--- src/ardc_pkg.sv ---
/*
 * constants shared by the analog, regulator and dac control block:
 * register indices, field positions, masks, reset values, rate generator
 * sizes and supply voltage formulas.
 * assumes a 32-bit apb with each register on one aligned word.
 */
package ardc_pkg;

    // ==========================================================
    // bus and clock
    localparam int          CLK_HZ          = 10000000;
    localparam int          APB_ADDR_W      = 18;
    localparam int          IDX_W           = 16;

    // ==========================================================
    // register indices, byte address is four times the index
    localparam logic [15:0] IDX_RATE_LOW    = 16'hfc34;
    localparam logic [15:0] IDX_RATE_HIGH   = 16'hfc35;
    localparam logic [15:0] IDX_LEFT_LOW    = 16'hfc36;
    localparam logic [15:0] IDX_LEFT_HIGH   = 16'hfc37;
    localparam logic [15:0] IDX_RIGHT_LOW   = 16'hfc38;
    localparam logic [15:0] IDX_RIGHT_HIGH  = 16'hfc39;
    localparam logic [15:0] IDX_ANA_CTRL0   = 16'hfecc;
    localparam logic [15:0] IDX_REG_CTRL    = 16'hfece;
    localparam logic [15:0] IDX_REG_VOLT    = 16'hfed0;
    localparam logic [15:0] IDX_ANA_POWER   = 16'hfed2;
    localparam logic [15:0] IDX_VCO_GAIN    = 16'hfed3;

    // ==========================================================
    // analog control 0
    localparam int          LOCK_START_BIT  = 3;
    localparam int          LOCK_STATE_BIT  = 4;

    // ==========================================================
    // analog power control
    localparam int          TEST_STATE_BIT  = 13;
    localparam int          SHORT_FLAG_BIT  = 12;
    localparam int          PROT_DIS_BIT    = 11;
    localparam int          USB_XCVR_BIT    = 10;
    localparam int          LNA_PWR_BIT     = 9;
    localparam int          VCO_PWR_BIT     = 8;
    localparam int          MIC1_PWR_BIT    = 7;
    localparam int          MIC2_PWR_BIT    = 6;
    localparam int          REF_LEVEL_BIT   = 4;
    localparam int          REF_PWR_BIT     = 3;
    localparam int          ADC_PWR_LSB     = 0;
    localparam logic [15:0] ANA_POWER_MASK  = 16'h0fdf;
    localparam logic [15:0] RST_ANA_POWER   = 16'h0000;

    // ==========================================================
    // vco and gain configuration
    localparam int          HS_CLK_BIT      = 15;
    localparam int          USB_BIAS_BIT    = 14;
    localparam int          RADIO_DIV_LSB   = 12;
    localparam int          RANGE_DIV_LSB   = 10;
    localparam int          ADC2_GAIN_LSB   = 7;
    localparam int          ADC1_GAIN_LSB   = 4;
    localparam int          CENTER_LSB      = 0;
    localparam logic [15:0] RST_VCO_GAIN    = 16'h0000;
    localparam logic [4:0]  RADIO_DIV_24    = 5'h18;
    localparam logic [4:0]  RADIO_DIV_20    = 5'h14;
    localparam logic [4:0]  RADIO_DIV_16    = 5'h10;

    // ==========================================================
    // regulator control and voltage
    localparam int          SNF_CODE_LSB    = 7;
    localparam int          SNF_OFF_BIT     = 6;
    localparam int          AD_GATE_BIT     = 5;
    localparam int          FM_GATE_BIT     = 4;
    localparam int          LATCH_BIT       = 3;
    localparam int          OFF_LSB         = 0;
    localparam logic [15:0] REG_CTRL_MASK   = 16'h0ff7;
    localparam logic [15:0] RST_REG_CTRL    = 16'h0000;
    localparam int          ANALOG_CODE_LSB = 10;
    localparam int          IO_CODE_LSB     = 5;
    localparam int          CORE_CODE_LSB   = 0;
    localparam logic [15:0] REG_VOLT_MASK   = 16'h7fff;
    localparam logic [15:0] RST_REG_VOLT    = 16'h0000;

    // supply targets in millivolts: base plus step per code
    localparam logic [11:0] CORE_BASE_MV    = 12'd1240;
    localparam logic [11:0] CORE_STEP_MV    = 12'd30;
    localparam logic [11:0] IO_BASE_MV      = 12'd1800;
    localparam logic [11:0] IO_STEP_MV      = 12'd60;
    localparam logic [11:0] ANALOG_BASE_MV  = 12'd2480;
    localparam logic [11:0] ANALOG_STEP_MV  = 12'd40;

    // ==========================================================
    // dac rate generator and samples
    localparam int          RATE_ACC_W      = 20;
    localparam int          RATE_SCALE_EXP  = 27;
    localparam int          PRESCALE_W      = RATE_SCALE_EXP - RATE_ACC_W;
    localparam logic [15:0] RATE_HIGH_MASK  = 16'h000f;
    localparam logic [15:0] SAMPLE_LOW_MASK = 16'hff00;
    localparam int          SAMPLE_W        = 24;
    localparam logic [31:0] MAX_RATE_HZ     = 32'd96000;

endpackage : ardc_pkg

--- src/ardc_ctrl.sv ---
/*
 * apb register bank for vco lock check, analog power downs, vco and
 * adc gain setup, regulator codes with latch strobe, peripheral clock
 * gates and the 24-bit audio dac sample path.
 * assumes an apb3 master on clk_sys; pins from the analog side are
 * asynchronous and pass a two-flop synchroniser here.
 */
//
// Overview of operation
// - lock check pulses start high then low; status stays set while locked
// - lock start at bit 3, lock status at bit 4 of analog control 0
// - power control bits enable the module when one, power down when zero
// - bit 13 of power register shows test enable pin, writes ignored
// - bit 12 shows ground short monitor; bit 11 disables the protection
// - power bit 4 selects reference, zero 1.2 V, one 1.6 V
// - radio divider code 11 is 24, 10 is 20, 00 is 16; 01 reserved
// - bits 11:10 set vco range divider, bits 3:0 trim vco centre
// - vco config bit 15 enables the 480 MHz usb clock driver
// - adc gain fields 9:7 and 6:4; 001 20 dB up to 000 11 dB
// - supply codes: analog 14:10, io 9:5, core 4:0
// - supply codes and shutdown bits apply only on latch strobe bit 3
// - control bits 2,1,0 shut analog, io, core; bit 6 flash regulator
// - bit 5 gates the ad filter clock, bit 4 the radio demod clock
// - sample timing from rollover of 20-bit accumulator stepped by rate
// - sample rate is clock times rate over two to the 27th
// - zero rate idles the dac and stops the converter clock
// - dac logic runs from the crystal clock only
// - per sample a request; software writes 24-bit left and right words
// - sample rates up to about 78 kHz at the 10 MHz clock; 96 kHz is beyond the 20-bit rate
//
`timescale 1ns/100ps
module ardc_ctrl
    import ardc_pkg::*;
(
    input  wire logic                  clk_sys,
    input  wire logic                  arst_n,
    input  wire logic                  psel,
    input  wire logic                  penable,
    input  wire logic                  pwrite,
    input  wire logic [APB_ADDR_W-1:0] paddr,
    input  wire logic [31:0]           pwdata,
    output logic      [31:0]           prdata,
    output logic                       pready,
    output logic                       pslverr,
    input  wire logic                  vcoLockedPin,
    input  wire logic                  groundShortPin,
    input  wire logic                  hwTestEnablePin,
    output logic                       groundBufferProtectDisable,
    output logic                       hsUsbTransceiverEnable,
    output logic                       lnaPowerCtl,
    output logic                       vcoPowerCtl,
    output logic                       mic1PowerCtl,
    output logic                       mic2PowerCtl,
    output logic                       referenceLevelSelect,
    output logic                       referencePowerCtl,
    output logic      [2:0]            adcPowerCtl,
    output logic                       hsClockDriverEnable,
    output logic                       usbPadBiasEnable,
    output logic      [4:0]            radioDivideRatio,
    output logic      [1:0]            vcoRangeDivider,
    output logic      [2:0]            adc2GainCode,
    output logic      [2:0]            adc1GainCode,
    output logic      [3:0]            vcoCenterTrim,
    output logic      [4:0]            analogSupplyCode,
    output logic      [4:0]            ioSupplyCode,
    output logic      [4:0]            coreSupplyCode,
    output logic      [11:0]           analogSupplyMv,
    output logic      [11:0]           ioSupplyMv,
    output logic      [11:0]           coreSupplyMv,
    output logic                       analogRegulatorOff,
    output logic                       ioRegulatorOff,
    output logic                       coreRegulatorOff,
    output logic      [4:0]            serialFlashSupplyCode,
    output logic                       serialFlashRegulatorOff,
    output logic                       adFilterClockRun,
    output logic                       radioDemodClockRun,
    output logic                       dacConverterClockRun,
    output logic      [SAMPLE_W-1:0]   dacLeftSample,
    output logic      [SAMPLE_W-1:0]   dacRightSample,
    output logic                       dacSampleRequest
);

    // ==========================================================
    // state
    typedef struct packed {
        logic          lockSync1;
        logic          lockSync2;
        logic          shortSync1;
        logic          shortSync2;
        logic          testSync1;
        logic          testSync2;
        logic          lockStart;
        logic          lockState;
        logic [15:0]   anaPower;
        logic [15:0]   vcoGain;
        logic [15:0]   regCtrl;
        logic [15:0]   regVolt;
        logic [14:0]   voltLatched;
        logic [2:0]    offLatched;
        logic          snfOffLatched;
        logic [4:0]    snfCodeLatched;
        logic [15:0]   rateLow;
        logic [3:0]    rateHigh;
        logic [15:0]   leftHigh;
        logic [7:0]    leftLow;
        logic [15:0]   rightHigh;
        logic [7:0]    rightLow;
        logic [23:0]   dacLeft;
        logic [23:0]   dacRight;
        logic          sampleReq;
        logic [31:0]   rdata;
    } ardc_state_t;

    ardc_state_t state;
    ardc_state_t next_state;

    logic                  sampleTick;
    logic                  converterRun;
    logic [IDX_W-1:0]      accessIdx;
    logic                  aligned;
    logic                  mapped;
    logic                  writeNow;
    logic [15:0]           wdata;
    logic [15:0]           readWord;

    // ==========================================================
    // rate generator
    ardc_rate_gen u_rate_gen (
        .clk_sys           (clk_sys),
        .arst_n            (arst_n),
        .rateValue         ({state.rateHigh, state.rateLow}),
        .sampleTick        (sampleTick),
        .converterClockRun (converterRun)
    );

    // ==========================================================
    // address decode
    assign accessIdx = paddr[APB_ADDR_W-1:2];
    assign aligned   = (paddr[1:0] == 2'h0);
    assign wdata     = pwdata[15:0];

    always_comb begin
        case (accessIdx)
            IDX_RATE_LOW, IDX_RATE_HIGH, IDX_LEFT_LOW, IDX_LEFT_HIGH,
            IDX_RIGHT_LOW, IDX_RIGHT_HIGH, IDX_ANA_CTRL0, IDX_REG_CTRL,
            IDX_REG_VOLT, IDX_ANA_POWER, IDX_VCO_GAIN: mapped = aligned;
            default: mapped = 1'b0;
        endcase
    end

    // zero wait states; an unmapped or misaligned word answers with error
    assign pready   = 1'b1;
    assign pslverr  = psel & penable & ~mapped;
    assign writeNow = psel & penable & pwrite & mapped;

    // ==========================================================
    // read mux, reserved bits come back as zero
    always_comb begin
        readWord = 16'h0000;
        case (accessIdx)
            IDX_RATE_LOW:   readWord = state.rateLow;
            IDX_RATE_HIGH:  readWord = {12'h000, state.rateHigh};
            IDX_LEFT_LOW:   readWord = {state.leftLow, 8'h00};
            IDX_LEFT_HIGH:  readWord = state.leftHigh;
            IDX_RIGHT_LOW:  readWord = {state.rightLow, 8'h00};
            IDX_RIGHT_HIGH: readWord = state.rightHigh;
            IDX_ANA_CTRL0: begin
                readWord[LOCK_START_BIT] = state.lockStart;
                readWord[LOCK_STATE_BIT] = state.lockState;
            end
            IDX_REG_CTRL:   readWord = state.regCtrl;
            IDX_REG_VOLT:   readWord = state.regVolt;
            IDX_ANA_POWER: begin
                readWord = state.anaPower;
                readWord[TEST_STATE_BIT] = state.testSync2;
                readWord[SHORT_FLAG_BIT] = state.shortSync2;
            end
            IDX_VCO_GAIN:   readWord = state.vcoGain;
            default:        readWord = 16'h0000;
        endcase
    end

    // ==========================================================
    // next state
    always_comb begin
        next_state = state;

        // two-flop synchronisers for the asynchronous analog pins
        next_state.lockSync1  = vcoLockedPin;
        next_state.lockSync2  = state.lockSync1;
        next_state.shortSync1 = groundShortPin;
        next_state.shortSync2 = state.shortSync1;
        next_state.testSync1  = hwTestEnablePin;
        next_state.testSync2  = state.testSync1;

        // read data is caught in the setup phase so prdata is a flop
        if (psel && !penable) begin
            next_state.rdata = {16'h0000, readWord};
        end

        // a lost lock drops the status so software sees it fall
        if (state.lockState && !state.lockSync2) begin
            next_state.lockState = 1'b0;
        end

        if (writeNow) begin
            case (accessIdx)
                IDX_RATE_LOW:   next_state.rateLow = wdata;
                IDX_RATE_HIGH:  next_state.rateHigh = wdata[3:0];
                IDX_LEFT_LOW:   next_state.leftLow = wdata[15:8];
                IDX_LEFT_HIGH:  next_state.leftHigh = wdata;
                IDX_RIGHT_LOW:  next_state.rightLow = wdata[15:8];
                IDX_RIGHT_HIGH: next_state.rightHigh = wdata;
                IDX_ANA_CTRL0: begin
                    next_state.lockStart = wdata[LOCK_START_BIT];
                    if (wdata[LOCK_START_BIT]) begin
                        next_state.lockState = 1'b0;
                    end else if (state.lockStart) begin
                        // falling start samples the lock detector
                        next_state.lockState = state.lockSync2;
                    end
                end
                IDX_REG_CTRL: begin
                    next_state.regCtrl = wdata & REG_CTRL_MASK;
                    // strobe is not stored; it moves codes to the supplies
                    if (wdata[LATCH_BIT]) begin
                        next_state.voltLatched = state.regVolt[14:0];
                        next_state.offLatched =
                            wdata[OFF_LSB +: 3];
                        next_state.snfOffLatched = wdata[SNF_OFF_BIT];
                        next_state.snfCodeLatched =
                            wdata[SNF_CODE_LSB +: 5];
                    end
                end
                IDX_REG_VOLT:
                    next_state.regVolt = wdata & REG_VOLT_MASK;
                IDX_ANA_POWER:
                    next_state.anaPower = wdata & ANA_POWER_MASK;
                IDX_VCO_GAIN:   next_state.vcoGain = wdata;
                default: ;
            endcase
        end

        // held words move to the converter at rollover, request set on the same edge
        next_state.sampleReq = sampleTick;
        if (sampleTick) begin
            next_state.dacLeft  = {state.leftHigh, state.leftLow};
            next_state.dacRight = {state.rightHigh, state.rightLow};
        end
    end

    always_ff @(posedge clk_sys or negedge arst_n) begin
        if (!arst_n) begin
            state          <= '0;
            state.anaPower <= RST_ANA_POWER;
            state.vcoGain  <= RST_VCO_GAIN;
            state.regCtrl  <= RST_REG_CTRL;
            state.regVolt  <= RST_REG_VOLT;
        end else begin
            state <= next_state;
        end
    end

    // ==========================================================
    // supply target in millivolts from a five-bit code
    function automatic logic [11:0] supplyMv(
        input logic [11:0] baseMv,
        input logic [11:0] stepMv,
        input logic [4:0]  code
    );
        logic [16:0] product;
        product = stepMv * code;
        return baseMv + product[11:0];
    endfunction : supplyMv

    // ==========================================================
    // outputs
    assign prdata = state.rdata;

    // power controls are active high: a one enables the module
    assign groundBufferProtectDisable = state.anaPower[PROT_DIS_BIT];
    assign hsUsbTransceiverEnable     = state.anaPower[USB_XCVR_BIT];
    assign lnaPowerCtl                = state.anaPower[LNA_PWR_BIT];
    assign vcoPowerCtl                = state.anaPower[VCO_PWR_BIT];
    assign mic1PowerCtl               = state.anaPower[MIC1_PWR_BIT];
    assign mic2PowerCtl               = state.anaPower[MIC2_PWR_BIT];
    assign referenceLevelSelect       = state.anaPower[REF_LEVEL_BIT];
    assign referencePowerCtl          = state.anaPower[REF_PWR_BIT];
    assign adcPowerCtl                = state.anaPower[ADC_PWR_LSB +: 3];

    assign hsClockDriverEnable = state.vcoGain[HS_CLK_BIT];
    assign usbPadBiasEnable    = state.vcoGain[USB_BIAS_BIT];
    assign vcoRangeDivider     = state.vcoGain[RANGE_DIV_LSB +: 2];
    assign vcoCenterTrim       = state.vcoGain[CENTER_LSB +: 4];
    assign adc2GainCode        = state.vcoGain[ADC2_GAIN_LSB +: 3];
    assign adc1GainCode        = state.vcoGain[ADC1_GAIN_LSB +: 3];

    // reserved code 01 falls to 24, the same as the divider it shares
    always_comb begin
        case (state.vcoGain[RADIO_DIV_LSB +: 2])
            2'h3:    radioDivideRatio = RADIO_DIV_24;
            2'h2:    radioDivideRatio = RADIO_DIV_20;
            2'h1:    radioDivideRatio = RADIO_DIV_24;
            default: radioDivideRatio = RADIO_DIV_16;
        endcase
    end

    assign analogSupplyCode = state.voltLatched[ANALOG_CODE_LSB +: 5];
    assign ioSupplyCode     = state.voltLatched[IO_CODE_LSB +: 5];
    assign coreSupplyCode   = state.voltLatched[CORE_CODE_LSB +: 5];
    assign analogSupplyMv   =
        supplyMv(ANALOG_BASE_MV, ANALOG_STEP_MV, analogSupplyCode);
    assign ioSupplyMv       = supplyMv(IO_BASE_MV, IO_STEP_MV, ioSupplyCode);
    assign coreSupplyMv     =
        supplyMv(CORE_BASE_MV, CORE_STEP_MV, coreSupplyCode);

    assign analogRegulatorOff      = state.offLatched[2];
    assign ioRegulatorOff          = state.offLatched[1];
    assign coreRegulatorOff        = state.offLatched[0];
    assign serialFlashRegulatorOff = state.snfOffLatched;
    assign serialFlashSupplyCode   = state.snfCodeLatched;

    // gates act at once, unlike the supply bits
    assign adFilterClockRun   = ~state.regCtrl[AD_GATE_BIT];
    assign radioDemodClockRun = ~state.regCtrl[FM_GATE_BIT];

    // 96 kHz needs rate near 1.3e6 at 10 MHz; rate tops out below that
    assign dacConverterClockRun = converterRun;
    assign dacLeftSample        = state.dacLeft;
    assign dacRightSample       = state.dacRight;
    assign dacSampleRequest     = state.sampleReq;

endmodule : ardc_ctrl

--- src/ardc_rate_gen.sv ---
/*
 * dac interpolator rate generator: a prescaler and a 20-bit phase
 * accumulator whose rollover marks each dac sample period.
 * assumes rate value comes from registers on the same crystal clock.
 */
`timescale 1ns/100ps
module ardc_rate_gen
    import ardc_pkg::*;
(
    input  wire logic                  clk_sys,
    input  wire logic                  arst_n,
    input  wire logic [RATE_ACC_W-1:0] rateValue,
    output logic                       sampleTick,
    output logic                       converterClockRun
);

    // ==========================================================
    // state
    typedef struct packed {
        logic [PRESCALE_W-1:0] prescale;
        logic [RATE_ACC_W-1:0] acc;
        logic                  tick;
        logic                  run;
    } ardc_gen_t;

    ardc_gen_t state;
    ardc_gen_t next_state;

    // ==========================================================
    // accumulate once per 2^7 clocks so fs = fclk * rate / 2^27
    always_comb begin
        logic [RATE_ACC_W:0] sum;
        sum = '0;
        next_state = state;
        next_state.tick = 1'b0;
        if (rateValue == '0) begin
            // idle: everything halts and the converter clock stops
            next_state.prescale = '0;
            next_state.acc = '0;
            next_state.run = 1'b0;
        end else begin
            next_state.run = 1'b1;
            next_state.prescale = state.prescale + 1'b1;
            if (&state.prescale) begin
                sum = {1'b0, state.acc} + {1'b0, rateValue};
                next_state.acc = sum[RATE_ACC_W-1:0];
                next_state.tick = sum[RATE_ACC_W];
            end
        end
    end

    always_ff @(posedge clk_sys or negedge arst_n) begin
        if (!arst_n) begin
            state <= '0;
        end else begin
            state <= next_state;
        end
    end

    assign sampleTick = state.tick;
    assign converterClockRun = state.run;

endmodule : ardc_rate_gen
--- config.mk ---
export PLATFORM = sky130hd
export DESIGN_NAME = ardc_ctrl
export DESIGN_NICKNAME = d
export VERILOG_FILES = /design/src/ardc_pkg.sv /design/src/ardc_ctrl.sv /design/src/ardc_rate_gen.sv
export SDC_FILE = /design/constraint.sdc
export NUM_CORES = 1
export LEC_CHECK = 0
export ABC_AREA = 1
export ABC_CLOCK_PERIOD_IN_PS = 5600
export BUFFER_PORTS_ARGS = -buffer_cell sky130_fd_sc_hd__buf_4
export CAP_MARGIN = 0
export CORE_UTILIZATION = 38
export DETAILED_ROUTE_END_ITERATION = 8
export HOLD_SLACK_MARGIN = 0.02
export MAX_ROUTING_LAYER = met4
export PLACE_DENSITY_LB_ADDON = 0.2
export SYNTH_ARGS = -nofsm -noshare
export SYNTH_HDL_FRONTEND = slang
export SYNTH_SLANG_ARGS = --single-unit
--- constraint.sdc ---
create_clock -name clk_sys -period 5.6 [get_ports clk_sys]
set_clock_uncertainty 0.05 [all_clocks]
set_input_delay 1.68 -clock clk_sys [delete_from_list [all_inputs] [get_ports clk_sys]]
set_output_delay 1.68 -clock clk_sys [all_outputs]
set_load 0.05 [all_outputs]
# Word-level counts from Yosys, hierarchy flattened
# Cells that the tools add are included.
dict set report word_totals {
  regBits 247
  out_inout_bits 176
  word_cells 107
}
dict set report op_classes {
  add_sub_neg 5
  n_mul 3
  eq_ne 14
  mux 26
  n_bitwise 7
  n_reduce_logical 22
}
# op count
set op_table {}
lappend op_table {{$eq 16x16->1 const B} 11}
lappend op_table {{$mux 157} 1}
lappend op_table {{$pmux 11 s9} 1}
lappend op_table {{$mux 16} 4}
lappend op_table {{$mux 24} 2}
lappend op_table {{$mux 27} 1}
lappend op_table {{$mux 12} 2}
lappend op_table {{$pmux 3 s8} 1}
lappend op_table {{$reduce_and 2->1} 11}
lappend op_table {{$add 20x20->21} 1}
lappend op_table {{$mux 21} 1}
lappend op_table {{$logic_not 20->1} 1}
lappend op_table {{$mul 4x5->9 const A} 2}
lappend op_table {{$pmux 2 s9} 1}
lappend op_table {{$mux 8} 2}
lappend op_table {{$mux 15} 1}
lappend op_table {{$add 11x10->12 const A} 1}
lappend op_table {{$add 11x11->12 const A} 1}
lappend op_table {{$add 12x11->12 const A} 1}
lappend op_table {{$reduce_or 11->1} 1}
lappend op_table {{$mul 3x5->8 const A} 1}
lappend op_table {{$pmux 4 s2} 1}
lappend op_table {{$add 7x1->7 const B} 1}
lappend op_table {{$mux 1} 7}
lappend op_table {{other kinds (12)} 20}

# Logic depth before layout (Yosys ltp)
# Gate-level depths: netlist (run 1).
dict set report logic_depth {
  depth_word 7
  depth_mapped 16
  depth_no_buf 16
}

# Hierarchy
# Synthesis (run 1) repeated with hierarchy kept, for this count alone.
dict set report hier_totals {
  hier_cells 1798
  hier_area_um2 14351.3
}
# module n_inst cells_per_inst area_per_inst_um2 seq_area_each_um2
set by_module_without_submodules {}
lappend by_module_without_submodules {ardc_ctrl 1 1427 11833.8 5455.2}
lappend by_module_without_submodules {ardc_rate_gen 1 371 2517.4 725.7}

# Worst setup path before layout (run 1)
# OpenSTA, ideal clock, no wires.
dict set report synth_timing {
  path_type {register -> output}
  from {reg state, in the netlist coreSupplyCode[0]}
  to {out coreSupplyMv[11]}
  arrival_time_ps 4251
  slack_ps -381
  path_stages_with_launch 13
  n_path_buf 0
  cell_sequence {dfrtp_1 -> fa_1 -> xnor2_1 -> inv_1 -> ha_1 -> inv_1 -> fa_1 -> o21ai_0 -> a21oi_1 -> o21bai_1 -> xor2_1 -> inv_1 -> nor2_1}
}
dict set report synth_between {
  elab_chain_cells 2
}
# element line
set synth_lines {}
lappend synth_lines {{start: declaration} ardc_ctrl.sv:114} ;# ardc_state_t state;
lappend synth_lines {{start signal: assignment} ardc_ctrl.sv:260} ;# state <= next_state;
lappend synth_lines {{$mul 4x5->9} ardc_ctrl.sv:272} ;# product = stepMv * code;
lappend synth_lines {{$add 11x10->12} ardc_ctrl.sv:273} ;# return baseMv + product[11:0];
lappend synth_lines {{end: declaration} ardc_ctrl.sv:69} ;# output logic [11:0] coreSupplyMv,
# Every way passes these cells.

# Worst setup path after layout (run 1)
dict set report layout_timing {
  from {reg state, in the netlist coreSupplyCode[0]}
  to {out coreSupplyMv[9]}
}
# Same word-level chain as after synthesis.

==> reports/summary.txt, run 1 <==
Routability Congestion: 0.857
DIE AREA: 0.0375 mm2
Worst-Skew Late Latency: 0.54 ns
Most frequent cell after synthesis: nand2_1
CTS root buf: clkbuf_16
Die X: 194 um
Slowest-stage cell, CP: fa_2
Hold Startpoint: next_state[239]
Slowest Stage Delay on Critical Path: 0.61 ns
CP Capture Type: output pin
Wirelength per Cell: 16.7 um
Warnings from Yosys: 0
Pre-antenna DRT Iters: 7
Die height: 194 um
Vias per inst: 4.82
# rows: 69
Syn Std Cell Area: 0.0139 mm2
Total track usage: 0.209
Clock transition at path regs: 0.06 ns
MaxCap Viol Count: 0
CP startpoint kind: flip-flop
Fin nets: 1931
Final setup fails: 0
Critical path fanouts, max: 3
Most used cell, CP: inv_1
Worst R2R Setup Slack: 3.02 ns
CTS tree: built
Cts hold-fix bufs: 0
DR vias: 11000
Port Buffers: 191
Critical Path RT: 3.87 ns
Reg power frac: 0.472
Post-synth top cells: nand2_1, dfrtp_1, inv_1
Power per cell area: 237 mW/mm2
Fin. max-slew vios: 0
Leak Pwr: 0.00843 uW
Worst-Margin Slew: 1.03 ns
H-tree levels: 1
Synth top area cells: dfrtp_1, nand2_1, buf_4, inv_1, o21ai_0
DPL Wire Length: 28200 um
Hold Violations, Final: 0
Sw Share: 0.224
Avg Cell Area, Syn: 8.08 um2
Antenna viol nets, final: 0
Async set-or-reset flop fraction in the synthesized netlist: 1.00
Pwr Total: 3790 uW
Min-Delay Endpoint: state[239]
VDD IR max: 0.197 mV
Period utilisation layout: 0.967
# DRC: 17
GRT overflow: 0
Synth cell types: 41
Worst path depth: 14
CP arrival: 3.69 ns
Drt initial violations: 758
Crit path kind: reg2out
# IOs: 234
Critical path cell sequence: fa_2 > xnor2_2 > inv_1 > ha_1 > inv_1 > fa_1 > o21ai_2 > a21oi_1 > o21bai_1 > xor2_1 > inv_1 > nand3_1 > nand2_1 > buf_6
Worst reg2reg endpoint: u_rate_gen.sampleTick
Max Fclk: 0.185 GHz
Antenna violations before repair: 0
Worst slew margin: 0.309
Area of the core: 0.0358 mm2
FF-to-FF path depth: 10
Share of layout cells above drive strength 1: 0.160
Synth top area share: 0.443
Logic pwr share: 0.039
Setup TNS: 0 ns
R2R Path Start: state[133]
Mapped Cells: 1725
Status: finished with violations
Clock network fraction of total power: 0.490
Diode count: 0
Hold path depth: 0
CTS Buf Count: 28
Number of enable flip-flop cells after synthesis: 0
First-pass GRT wire length: 59900 um
Initial core utilization: 0.389
Vias in the first global route: 10400
RSZ-0062 raised after global routing: no
# clock sinks: 247
Psw: 849 uW
Final min period: 5.42 ns
Hold Crit Class: reg2reg
Synthesized flop and latch total: 247
Pint: 2940 uW
Register area share after synthesis: 0.443
Largest net degree at the start of global routing: 120
P&R area growth vs syn: 14.7%
WP buf/inv: 4
Top FF cell, synth: dfrtp_1
Failing checks: design-rule violations
Detailed-route wire length: 38100 um
Longest Clk Path Bufs: 3
Most area-hungry cell type in the Yosys netlist: dfrtp_1
Crit-path leading delay family: adder cells
-- area by class of cell --
class	count	area (um2)
Clock buffer	44	852
Clock inverter	4	73.8
Fill cell	3518	19800
Inverter	245	922
Multi-Input combinational cell	1065	5710
Sequential cell	247	6190
Tap cell	461	577
Timing Repair Buffer	216	1660
-- power groups by stage --
stage	Sequential, uW	Combinational (uW)	Clock, uW
CTS	1790	150	1900
global placement	1820	149	0
floorplan	1820	74.7	0
detailed placement	1820	150	0
finish	1790	146	1860
global route	1790	159	1980
-- stage by stage --
| stage | instance area [um2] | hold slack [ns] | setup slack [ns] | util | std cells |
|---|---|---|---|---|---|
| CTS | 15900 | 0.316 | 0.0113 | 0.444 | 2275 |
| detailed placement | 15000 | 0.302 | 0.514 | 0.418 | 2226 |
| floorplan | 14000 | 0.281 | 0.0406 | - | 1749 |
| finish | 16000 | 0.317 | 0.183 | 0.446 | 2282 |
| global placement | 15000 | 0.285 | 0.580 | 0.418 | 2226 |
| global route | 16000 | 0.326 | 0.000303 | 0.446 | 2282 |
-- logic make-up after synthesis --
family | synth area share
xor gates and xnor gates | 0.0176
muxes | 0.00162
other | 0.000539
DFF | 0.443
and+or+nand+nor | 0.175
AOI/OAI and AO/OA | 0.134
adders and majority gates | 0.0709
buffers and inverters | 0.156
-- registers in the layout, indices dropped and copies added, names as in the netlist, 4 cells and up --
register	flops
state	101
u_rate_gen.state	27
serialFlashSupplyCode	5
dacRightSample	24
vcoCenterTrim	4
coreSupplyCode	5
dacLeftSample	24
ioSupplyCode	5
prdata	16
analogSupplyCode	5
-- worst max-delay path by stage --
stage	startpoint	end	slack [ns]
global placement	coreSupplyCode[3]	coreSupplyMv[9]	0.58
finish	coreSupplyCode[0]	coreSupplyMv[9]	0.18
global route	ioSupplyCode[2]	ioSupplyMv[10]	0.0003
CTS	ioSupplyCode[3]	ioSupplyMv[10]	0.01
detailed placement	coreSupplyCode[0]	coreSupplyMv[9]	0.51
floorplan	coreSupplyCode[0]	coreSupplyMv[8]	0.04
-- placed cells by master, fill, tap and decap left out, types with 48 or more instances in the layout --
| master | n |
|---|---|
| buf_4 | 211 |
| dfrtp_1 | 240 |
| o22ai_1 | 48 |
| inv_1 | 241 |
| ha_1 | 54 |
| nand2_1 | 376 |
| nor2_1 | 135 |
| nand3_1 | 50 |
| a21oi_1 | 80 |
| o21ai_0 | 148 |
-- worst reg2reg max path: stages, from the launching register on --
cell and delay, ns:
dfrtp_1 0.40, ha_1 0.23, fa_1 0.41, nand3_1 0.10, nand3_1 0.11, a21oi_1 0.31
o21ai_0 0.24, a21oi_1 0.34, o21ai_0 0.13, nand2_1 0.08, inv_1 0.05
-- metal layers --
layer  GRT usage  routed length (um)
met1       0.283               17700
met2       0.331               17800
met3      0.0275                1890
met4      0.0489                 731
met5           -                   0
-- repair_timing --
item,CTS,global route
setup endpoints to repair,3,7
gates cloned,0,0
pin swaps,1,5
resized for setup,4,16
buffers inserted,1,7
Note: power is estimated with default switching activity, not from simulation.
==> run 2: changes to the inputs <==
- ABC_CLOCK_PERIOD_IN_PS: 5600 -> 5900
- clock period: 5.6 -> 5.9 ns (I/O delays scaled with it)
==> reports/summary.txt, run 2 (synthesis results as in run 1) <==
Status: finished with violations (unchanged)
Failing checks: design-rule violations (unchanged)
Hold Crit Class: reg2reg (unchanged)
# rows: 69 (unchanged)
Top reg by flops: state (unchanged)
Longest Clk Path Bufs: 3 (unchanged)
Wirelength per Cell: 16.8 um (was 16.7 um)
Biggest regs: state (101), u_rate_gen.state (27) (unchanged)
CP startpoint kind: flip-flop (unchanged)
Crit path kind: reg2out (unchanged)
Final WS setup: 0.244 ns (was 0.183 ns)
Largest net degree at the start of global routing: 113 (was 120)
Period utilisation layout: 0.959
Clock transition at path regs: 0.06 ns (about the same)
VDD IR max: 0.201 mV (was 0.197 mV)
Routability Congestion: 0.864 (was 0.857)
Pre-CTS setup slack: 0.699 ns (was 0.514 ns)
Vias per inst: 4.84 (was 4.82)
Die height: 194 um (unchanged)
CP arrival: 3.84 ns (was 3.69 ns)
Final min period: 5.66 ns
Critical path fanouts, max: 4 (was 3)
P&R area growth vs syn: 13.3% (was 14.7%)
Final setup fails: 0 (unchanged)
# clock sinks: 247 (unchanged)
Vias in the first global route: 10500 (was 10400)
Register area: 0.00618 mm2 (was 0.00619 mm2)
Leak Pwr: 0.00837 uW (was 0.00843 uW)
DPL Wire Length: 28300 um (was 28200 um)
CP Capture Type: output pin (unchanged)
DIE AREA: 0.0375 mm2 (unchanged)
Crit-path leading delay family: adder cells (unchanged)
MaxCap Viol Count: 0 (unchanged)
Hold Violations, Final: 0 (unchanged)
H-tree levels: 1 (unchanged)
DP Area: 0.0150 mm2 (about the same)
CTS tree: built (unchanged)
# DRC: 20 (was 17)
Die X: 194 um (unchanged)
Worst-Skew Late Latency: 0.53 ns (was 0.54 ns)
CTS Buf Count: 27 (was 28)
CTS root buf: clkbuf_16 (unchanged)
Max Fclk: 0.177 GHz
Critical path cell sequence: inv_1 > fa_1 > fa_1 > inv_1 > ha_1 > a21oi_1 > nand2_1 > nand2_1 > nand2_1 > a21oi_1 > xor2_1 > nand3_1 > inv_1 > nand2_1 > nand2_1 > buf_4 (was fa_2 > xnor2_2 > inv_1 > ha_1 > inv_1 > fa_1 > o21ai_2 > a21oi_1 > o21bai_1 > xor2_1 > inv_1 > nand3_1 > nand2_1 > buf_6)
Most common cell after layout, fill and taps aside: nand2_1 (unchanged)
First-pass GRT wire length: 60100 um (was 59900 um)
Max reg flops: 101 (unchanged)
Slowest-stage cell, CP: fa_1 (was fa_2)
Critical Path RT: 4.08 ns (was 3.87 ns)
Worst slew margin: 0.345 (was 0.309)
Most used cell, CP: nand2_1 (was inv_1)
Share of layout cells above drive strength 1: 0.150 (was 0.160)
Worst R2R Setup Slack: 3.29 ns (was 3.02 ns)
WP buf/inv: 4 (unchanged)
Diode count: 0 (unchanged)
Cts hold-fix bufs: 0 (unchanged)
Detailed-route wire length: 38100 um (about the same)
Antenna viol nets, final: 0 (unchanged)
Fin nets: 1924 (was 1931)
GRT overflow: 0 (unchanged)
Setup TNS: 0 ns (unchanged)
Pre-antenna DRT Iters: 8 (was 7)
Port Buffers: 191 (unchanged)
Final instance area: 0.0158 mm2 (was 0.0160 mm2)
Power per cell area: 218 mW/mm2 (was 237 mW/mm2)
Antenna violations before repair: 0 (unchanged)
Most frequent cells in the layout: nand2_1, inv_1, dfrtp_1, buf_4, o21ai_0 (unchanged)
# fillers: 3545 (was 3518)
Worst-Margin Slew: 0.982 ns (was 1.03 ns)
Drt initial violations: 759 (was 758)
# IOs: 234 (unchanged)
Area of the core: 0.0358 mm2 (unchanged)
Fin. max-slew vios: 0 (unchanged)
Initial core utilization: 0.389 (unchanged)
Multi-input gate area in the final layout: 0.00569 mm2 (was 0.00571 mm2)
RSZ-0062 raised after global routing: yes (was no)
Total track usage: 0.209 (about the same)
DR vias: 11000 (about the same)
Slowest Stage Delay on Critical Path: 0.51 ns (was 0.61 ns)
## run 2: cell count changes in the layout (fill, tap and decap cells not counted), moves of 2 or more
cell / before / now
clkinv_2: 1 / 6
dfrtp_1: 240 / 245
dfrtp_2: 7 / 2
clkbuf_1: 8 / 4
inv_1: 241 / 245
buf_4: 211 / 208
inv_2: 3 / 0
buf_6: 2 / 0
clkbuf_16: 29 / 27
clkbuf_8: 7 / 5
o21ai_0: 148 / 150
o21ai_2: 2 / 0
## run 2: where the power goes
| group | leakage (uW) | switching, uW | internal (uW) |
|---|---|---|---|
| logic | 0.00525 | 112 | 24.7 |
| registers | 0.00271 | 0.915 | 1700 |
| clock network | 0.000411 | 678 | 936 |
## run 2: per-layer routing
layer	wire [um]	GRT usage	up-vias
met5	0	-	-
met4	819	0.0539	0
met3	1760	0.0241	43
met2	18000	0.338	298
met1	17500	0.278	5219
li1	-	-	5447
## run 2: layout make-up
| cell class | instances | share of cell area |
|---|---|---|
| clock inverter | 8 | 0.00428 |
| tap | 461 | 0.0365 |
| multi-input combinational | 1065 | 0.360 |
| clock buffer | 36 | 0.0481 |
| inverter | 245 | 0.0582 |
| timing repair buffer | 210 | 0.101 |
| sequential | 247 | 0.391 |
## run 2: final timing paths
check	startpoint	to	cells past startpoint
setup / recovery	ioSupplyCode[2]	ioSupplyMv[10]	16
hold / removal	next_state[239]	state[239]	0
setup reg to reg	state[133]	u_rate_gen.sampleTick	10
hold reg to reg	next_state[239]	state[239]	0
max in group asynchronous	arst_n	prdata[7]	2
min in group asynchronous	arst_n	dacRightSample[4]	1
## run 2: timing repair
| item | in CTS | in global routing |
|---|---|---|
| setup endpoints to repair | 0 | 3 |
| endpoints found under the hold margin | 0 | 0 |
| resized for setup | 0 | 3 |
| setup buffers | 0 | 1 |
## run 2: per-stage QoR
stage / utilization / hold slack, ns / power [uW] / instances
floorplan: - / 0.281 / 1800 / 1749
detailed placement: 0.417 / 0.287 / 1870 / 2227
global placement: 0.417 / 0.286 / 1870 / 2227
global route: 0.441 / 0.315 / 3570 / 2272
finish: 0.441 / 0.297 / 3450 / 2272
CTS: 0.440 / 0.299 / 3490 / 2271
## run 2: worst reg2reg max path: cells and delay by family (launching register included)
kind                       cells  cell delay [ns]
buffers and inverters          1             0.07
adders and majority gates      2             0.66
and+or+nand+nor                3             0.31
DFF                            1             0.41
AOI/OAI and AO/OA              4             0.98
==> run 3: changes to the inputs <==
- BUFFER_PORTS_ARGS: -buffer_cell sky130_fd_sc_hd__buf_4 -> -buffer_cell sky130_fd_sc_hd__buf_2
==> reports/summary.txt, run 3 (synthesis results as in run 1) <==
Biggest regs: state (101), u_rate_gen.state (27) (unchanged)
Final min period: 5.62 ns (was 5.66 ns)
Max reg flops: 101 (unchanged)
Pwr Total: 3610 uW (was 3450 uW)
Drt initial violations: 755 (was 759)
DPL Wire Length: 28100 um (was 28300 um)
R2R Path Start: state[133] (unchanged)
Vias in the first global route: 10500 (about the same)
CP Capture Type: output pin (unchanged)
WHS: 0.300 ns (was 0.297 ns)
Power per cell area: 234 mW/mm2 (was 218 mW/mm2)
Psw: 808 uW (was 791 uW)
Multi-input gate area in the final layout: 0.00569 mm2 (unchanged)
Fin nets: 1925 (was 1924)
Worst R2R Setup Slack: 3.37 ns (was 3.29 ns)
Max Fclk: 0.178 GHz (was 0.177 GHz)
H-tree levels: 1 (unchanged)
Setup TNS: 0 ns (unchanged)
Wirelength per Cell: 16.5 um (was 16.8 um)
Reg power frac: 0.470 (was 0.492)
Hold Crit Class: reg2reg (unchanged)
Pre-antenna DRT Iters: 9 (was 8)
Period utilisation layout: 0.953 (was 0.959)
Final setup fails: 0 (unchanged)
Die X: 194 um (unchanged)
GRT overflow: 0 (unchanged)
Diode count: 0 (unchanged)
Critical Path RT: 4.08 ns (about the same)
Fin. max-slew vios: 0 (unchanged)
Worst-Skew Late Latency: 0.54 ns (was 0.53 ns)
Clock network fraction of total power: 0.494 (was 0.468)
First-pass GRT wire length: 59700 um (was 60100 um)
# IOs: 234 (unchanged)
Antenna violations before repair: 0 (unchanged)
Failing checks: design-rule violations (unchanged)
Status: finished with violations (unchanged)
CP startpoint kind: flip-flop (unchanged)
Finished Core Util: 0.431 (was 0.441)
Detailed-route wire length: 37700 um (was 38100 um)
Leak Pwr: 0.00827 uW (was 0.00837 uW)
# fillers: 3564 (was 3545)
Hold path depth: 0 (unchanged)
Critical path fanouts, max: 5 (was 4)
Worst reg2reg endpoint: u_rate_gen.sampleTick (unchanged)
# DRC: 20 (unchanged)
Min-Delay Endpoint: state[241] (was state[239])
Initial core utilization: 0.389 (unchanged)
CTS Buf Count: 28 (was 27)
Routability Congestion: 0.888 (was 0.864)
Cts hold-fix bufs: 0 (unchanged)
# clock sinks: 247 (unchanged)
DR vias: 10900 (was 11000)
Crit-path leading delay family: adder cells (unchanged)
Total track usage: 0.209 (about the same)
Pint: 2800 uW (was 2660 uW)
Worst slew margin: 0.358 (was 0.345)
VDD IR max: 0.209 mV (was 0.201 mV)
Port Buffers: 191 (unchanged)
Critical path cell sequence: inv_1 > fa_1 > fa_1 > inv_1 > ha_1 > a21oi_1 > o21ai_1 > nand2_1 > nand2_1 > a21oi_1 > xor2_2 > nand2_1 > nor2_1 > buf_2 (was inv_1 > fa_1 > fa_1 > inv_1 > ha_1 > a21oi_1 > nand2_1 > nand2_1 > nand2_1 > a21oi_1 > xor2_1 > nand3_1 > inv_1 > nand2_1 > nand2_1 > buf_4)
Antenna viol nets, final: 0 (unchanged)
Top reg by flops: state (unchanged)
FF-to-FF path depth: 10 (unchanged)
Most frequent cells in the layout: nand2_1, dfrtp_1, inv_1, buf_2, o21ai_0 (was nand2_1, inv_1, dfrtp_1, buf_4, o21ai_0)
Crit path kind: reg2out (unchanged)
DIE AREA: 0.0375 mm2 (unchanged)
Most used cell, CP: nand2_1 (unchanged)
Slowest-stage cell, CP: fa_1 (unchanged)
Worst-Margin Slew: 0.962 ns (was 0.982 ns)
Most common cell after layout, fill and taps aside: nand2_1 (unchanged)
Vias per inst: 4.80 (was 4.84)
Longest Clk Path Bufs: 3 (unchanged)
Hold Startpoint: next_state[241] (was next_state[239])
Logic pwr share: 0.036 (was 0.040)
Slowest Stage Delay on Critical Path: 0.51 ns (about the same)
P&R area growth vs syn: 10.7% (was 13.3%)
CTS tree: built (unchanged)
Share of layout cells above drive strength 1: 0.153 (was 0.150)
Hold Violations, Final: 0 (unchanged)
Area of the core: 0.0358 mm2 (unchanged)
Sw Share: 0.224 (was 0.229)
CP arrival: 3.80 ns (was 3.84 ns)
Die height: 194 um (unchanged)
MaxCap Viol Count: 0 (unchanged)
Largest net degree at the start of global routing: 109 (was 113)
CTS root buf: clkbuf_16 (unchanged)
# rows: 69 (unchanged)
Register area: 0.00618 mm2 (unchanged)
Clock transition at path regs: 0.06 ns (about the same)
WP buf/inv: 3 (was 4)
RSZ-0062 raised after global routing: no (was yes)
## run 3: worst max-delay path by stage
| stage | start | endpoint | slack, ns | cells after the start |
|---|---|---|---|---|
| global placement | ioSupplyCode[3] | ioSupplyMv[10] | 0.73 | 16 |
| CTS | ioSupplyCode[3] | ioSupplyMv[10] | 0.10 | 16 |
| global route | ioSupplyCode[2] | ioSupplyMv[10] | 0.01 | 16 |
| detailed placement | ioSupplyCode[3] | ioSupplyMv[10] | 0.69 | 16 |
| floorplan | coreSupplyCode[0] | coreSupplyMv[11] | 0.20 | 12 |
| finish | coreSupplyCode[3] | coreSupplyMv[11] | 0.28 | 14 |
## run 3: routing by layer
layer	up-vias	global-route usage	part of all wire
met5	-	-	0
met4	0	0.0690	0.032
met3	62	0.0321	0.060
met2	320	0.322	0.46
met1	5106	0.280	0.45
li1	5451	-	-
## run 3: metrics by stage
step / setup WS (ns) / std cells / cell area (um2)
after CTS: 0.102 / 2280 / 15400
after global routing: 0.0104 / 2280 / 15400
after floorplan: 0.203 / 1749 / 14000
after detailed placement: 0.693 / 2228 / 14500
after global placement: 0.726 / 2228 / 14500
final: 0.280 / 2280 / 15400
## run 3: area by class of cell
cell class	count	area share
Tap cell	461	0.0374
Clock inverter	11	0.00843
Clock buffer	41	0.0532
Timing Repair Buffer	210	0.0720
Inverter	245	0.0596
Sequential cell	247	0.401
Multi-Input combinational cell	1065	0.369
## run 3: repair_timing
action	in CTS	in global routing
setup buffers	0	0
endpoints found under the setup margin	0	4
gates resized for setup	0	7
## run 3: worst reg2reg max path, stage by stage, from the launching register on
cell     delay, ns
dfrtp_1       0.41
ha_1          0.23
fa_1          0.42
nand3_1       0.10
nand3_1       0.12
a21oi_1       0.25
o21ai_0       0.25
a21oi_1       0.31
o21ai_0       0.12
nand2_1       0.11
inv_1         0.05
## run 3: power groups by stage
stage / Sequential [uW] / Clock [uW] / Combinational [uW]
after floorplan: 1730 / 0 / 70.9
after global placement: 1730 / 0 / 131
after detailed placement: 1730 / 0 / 132
after CTS: 1700 / 1820 / 132
after global routing: 1700 / 1890 / 142
final: 1700 / 1780 / 129
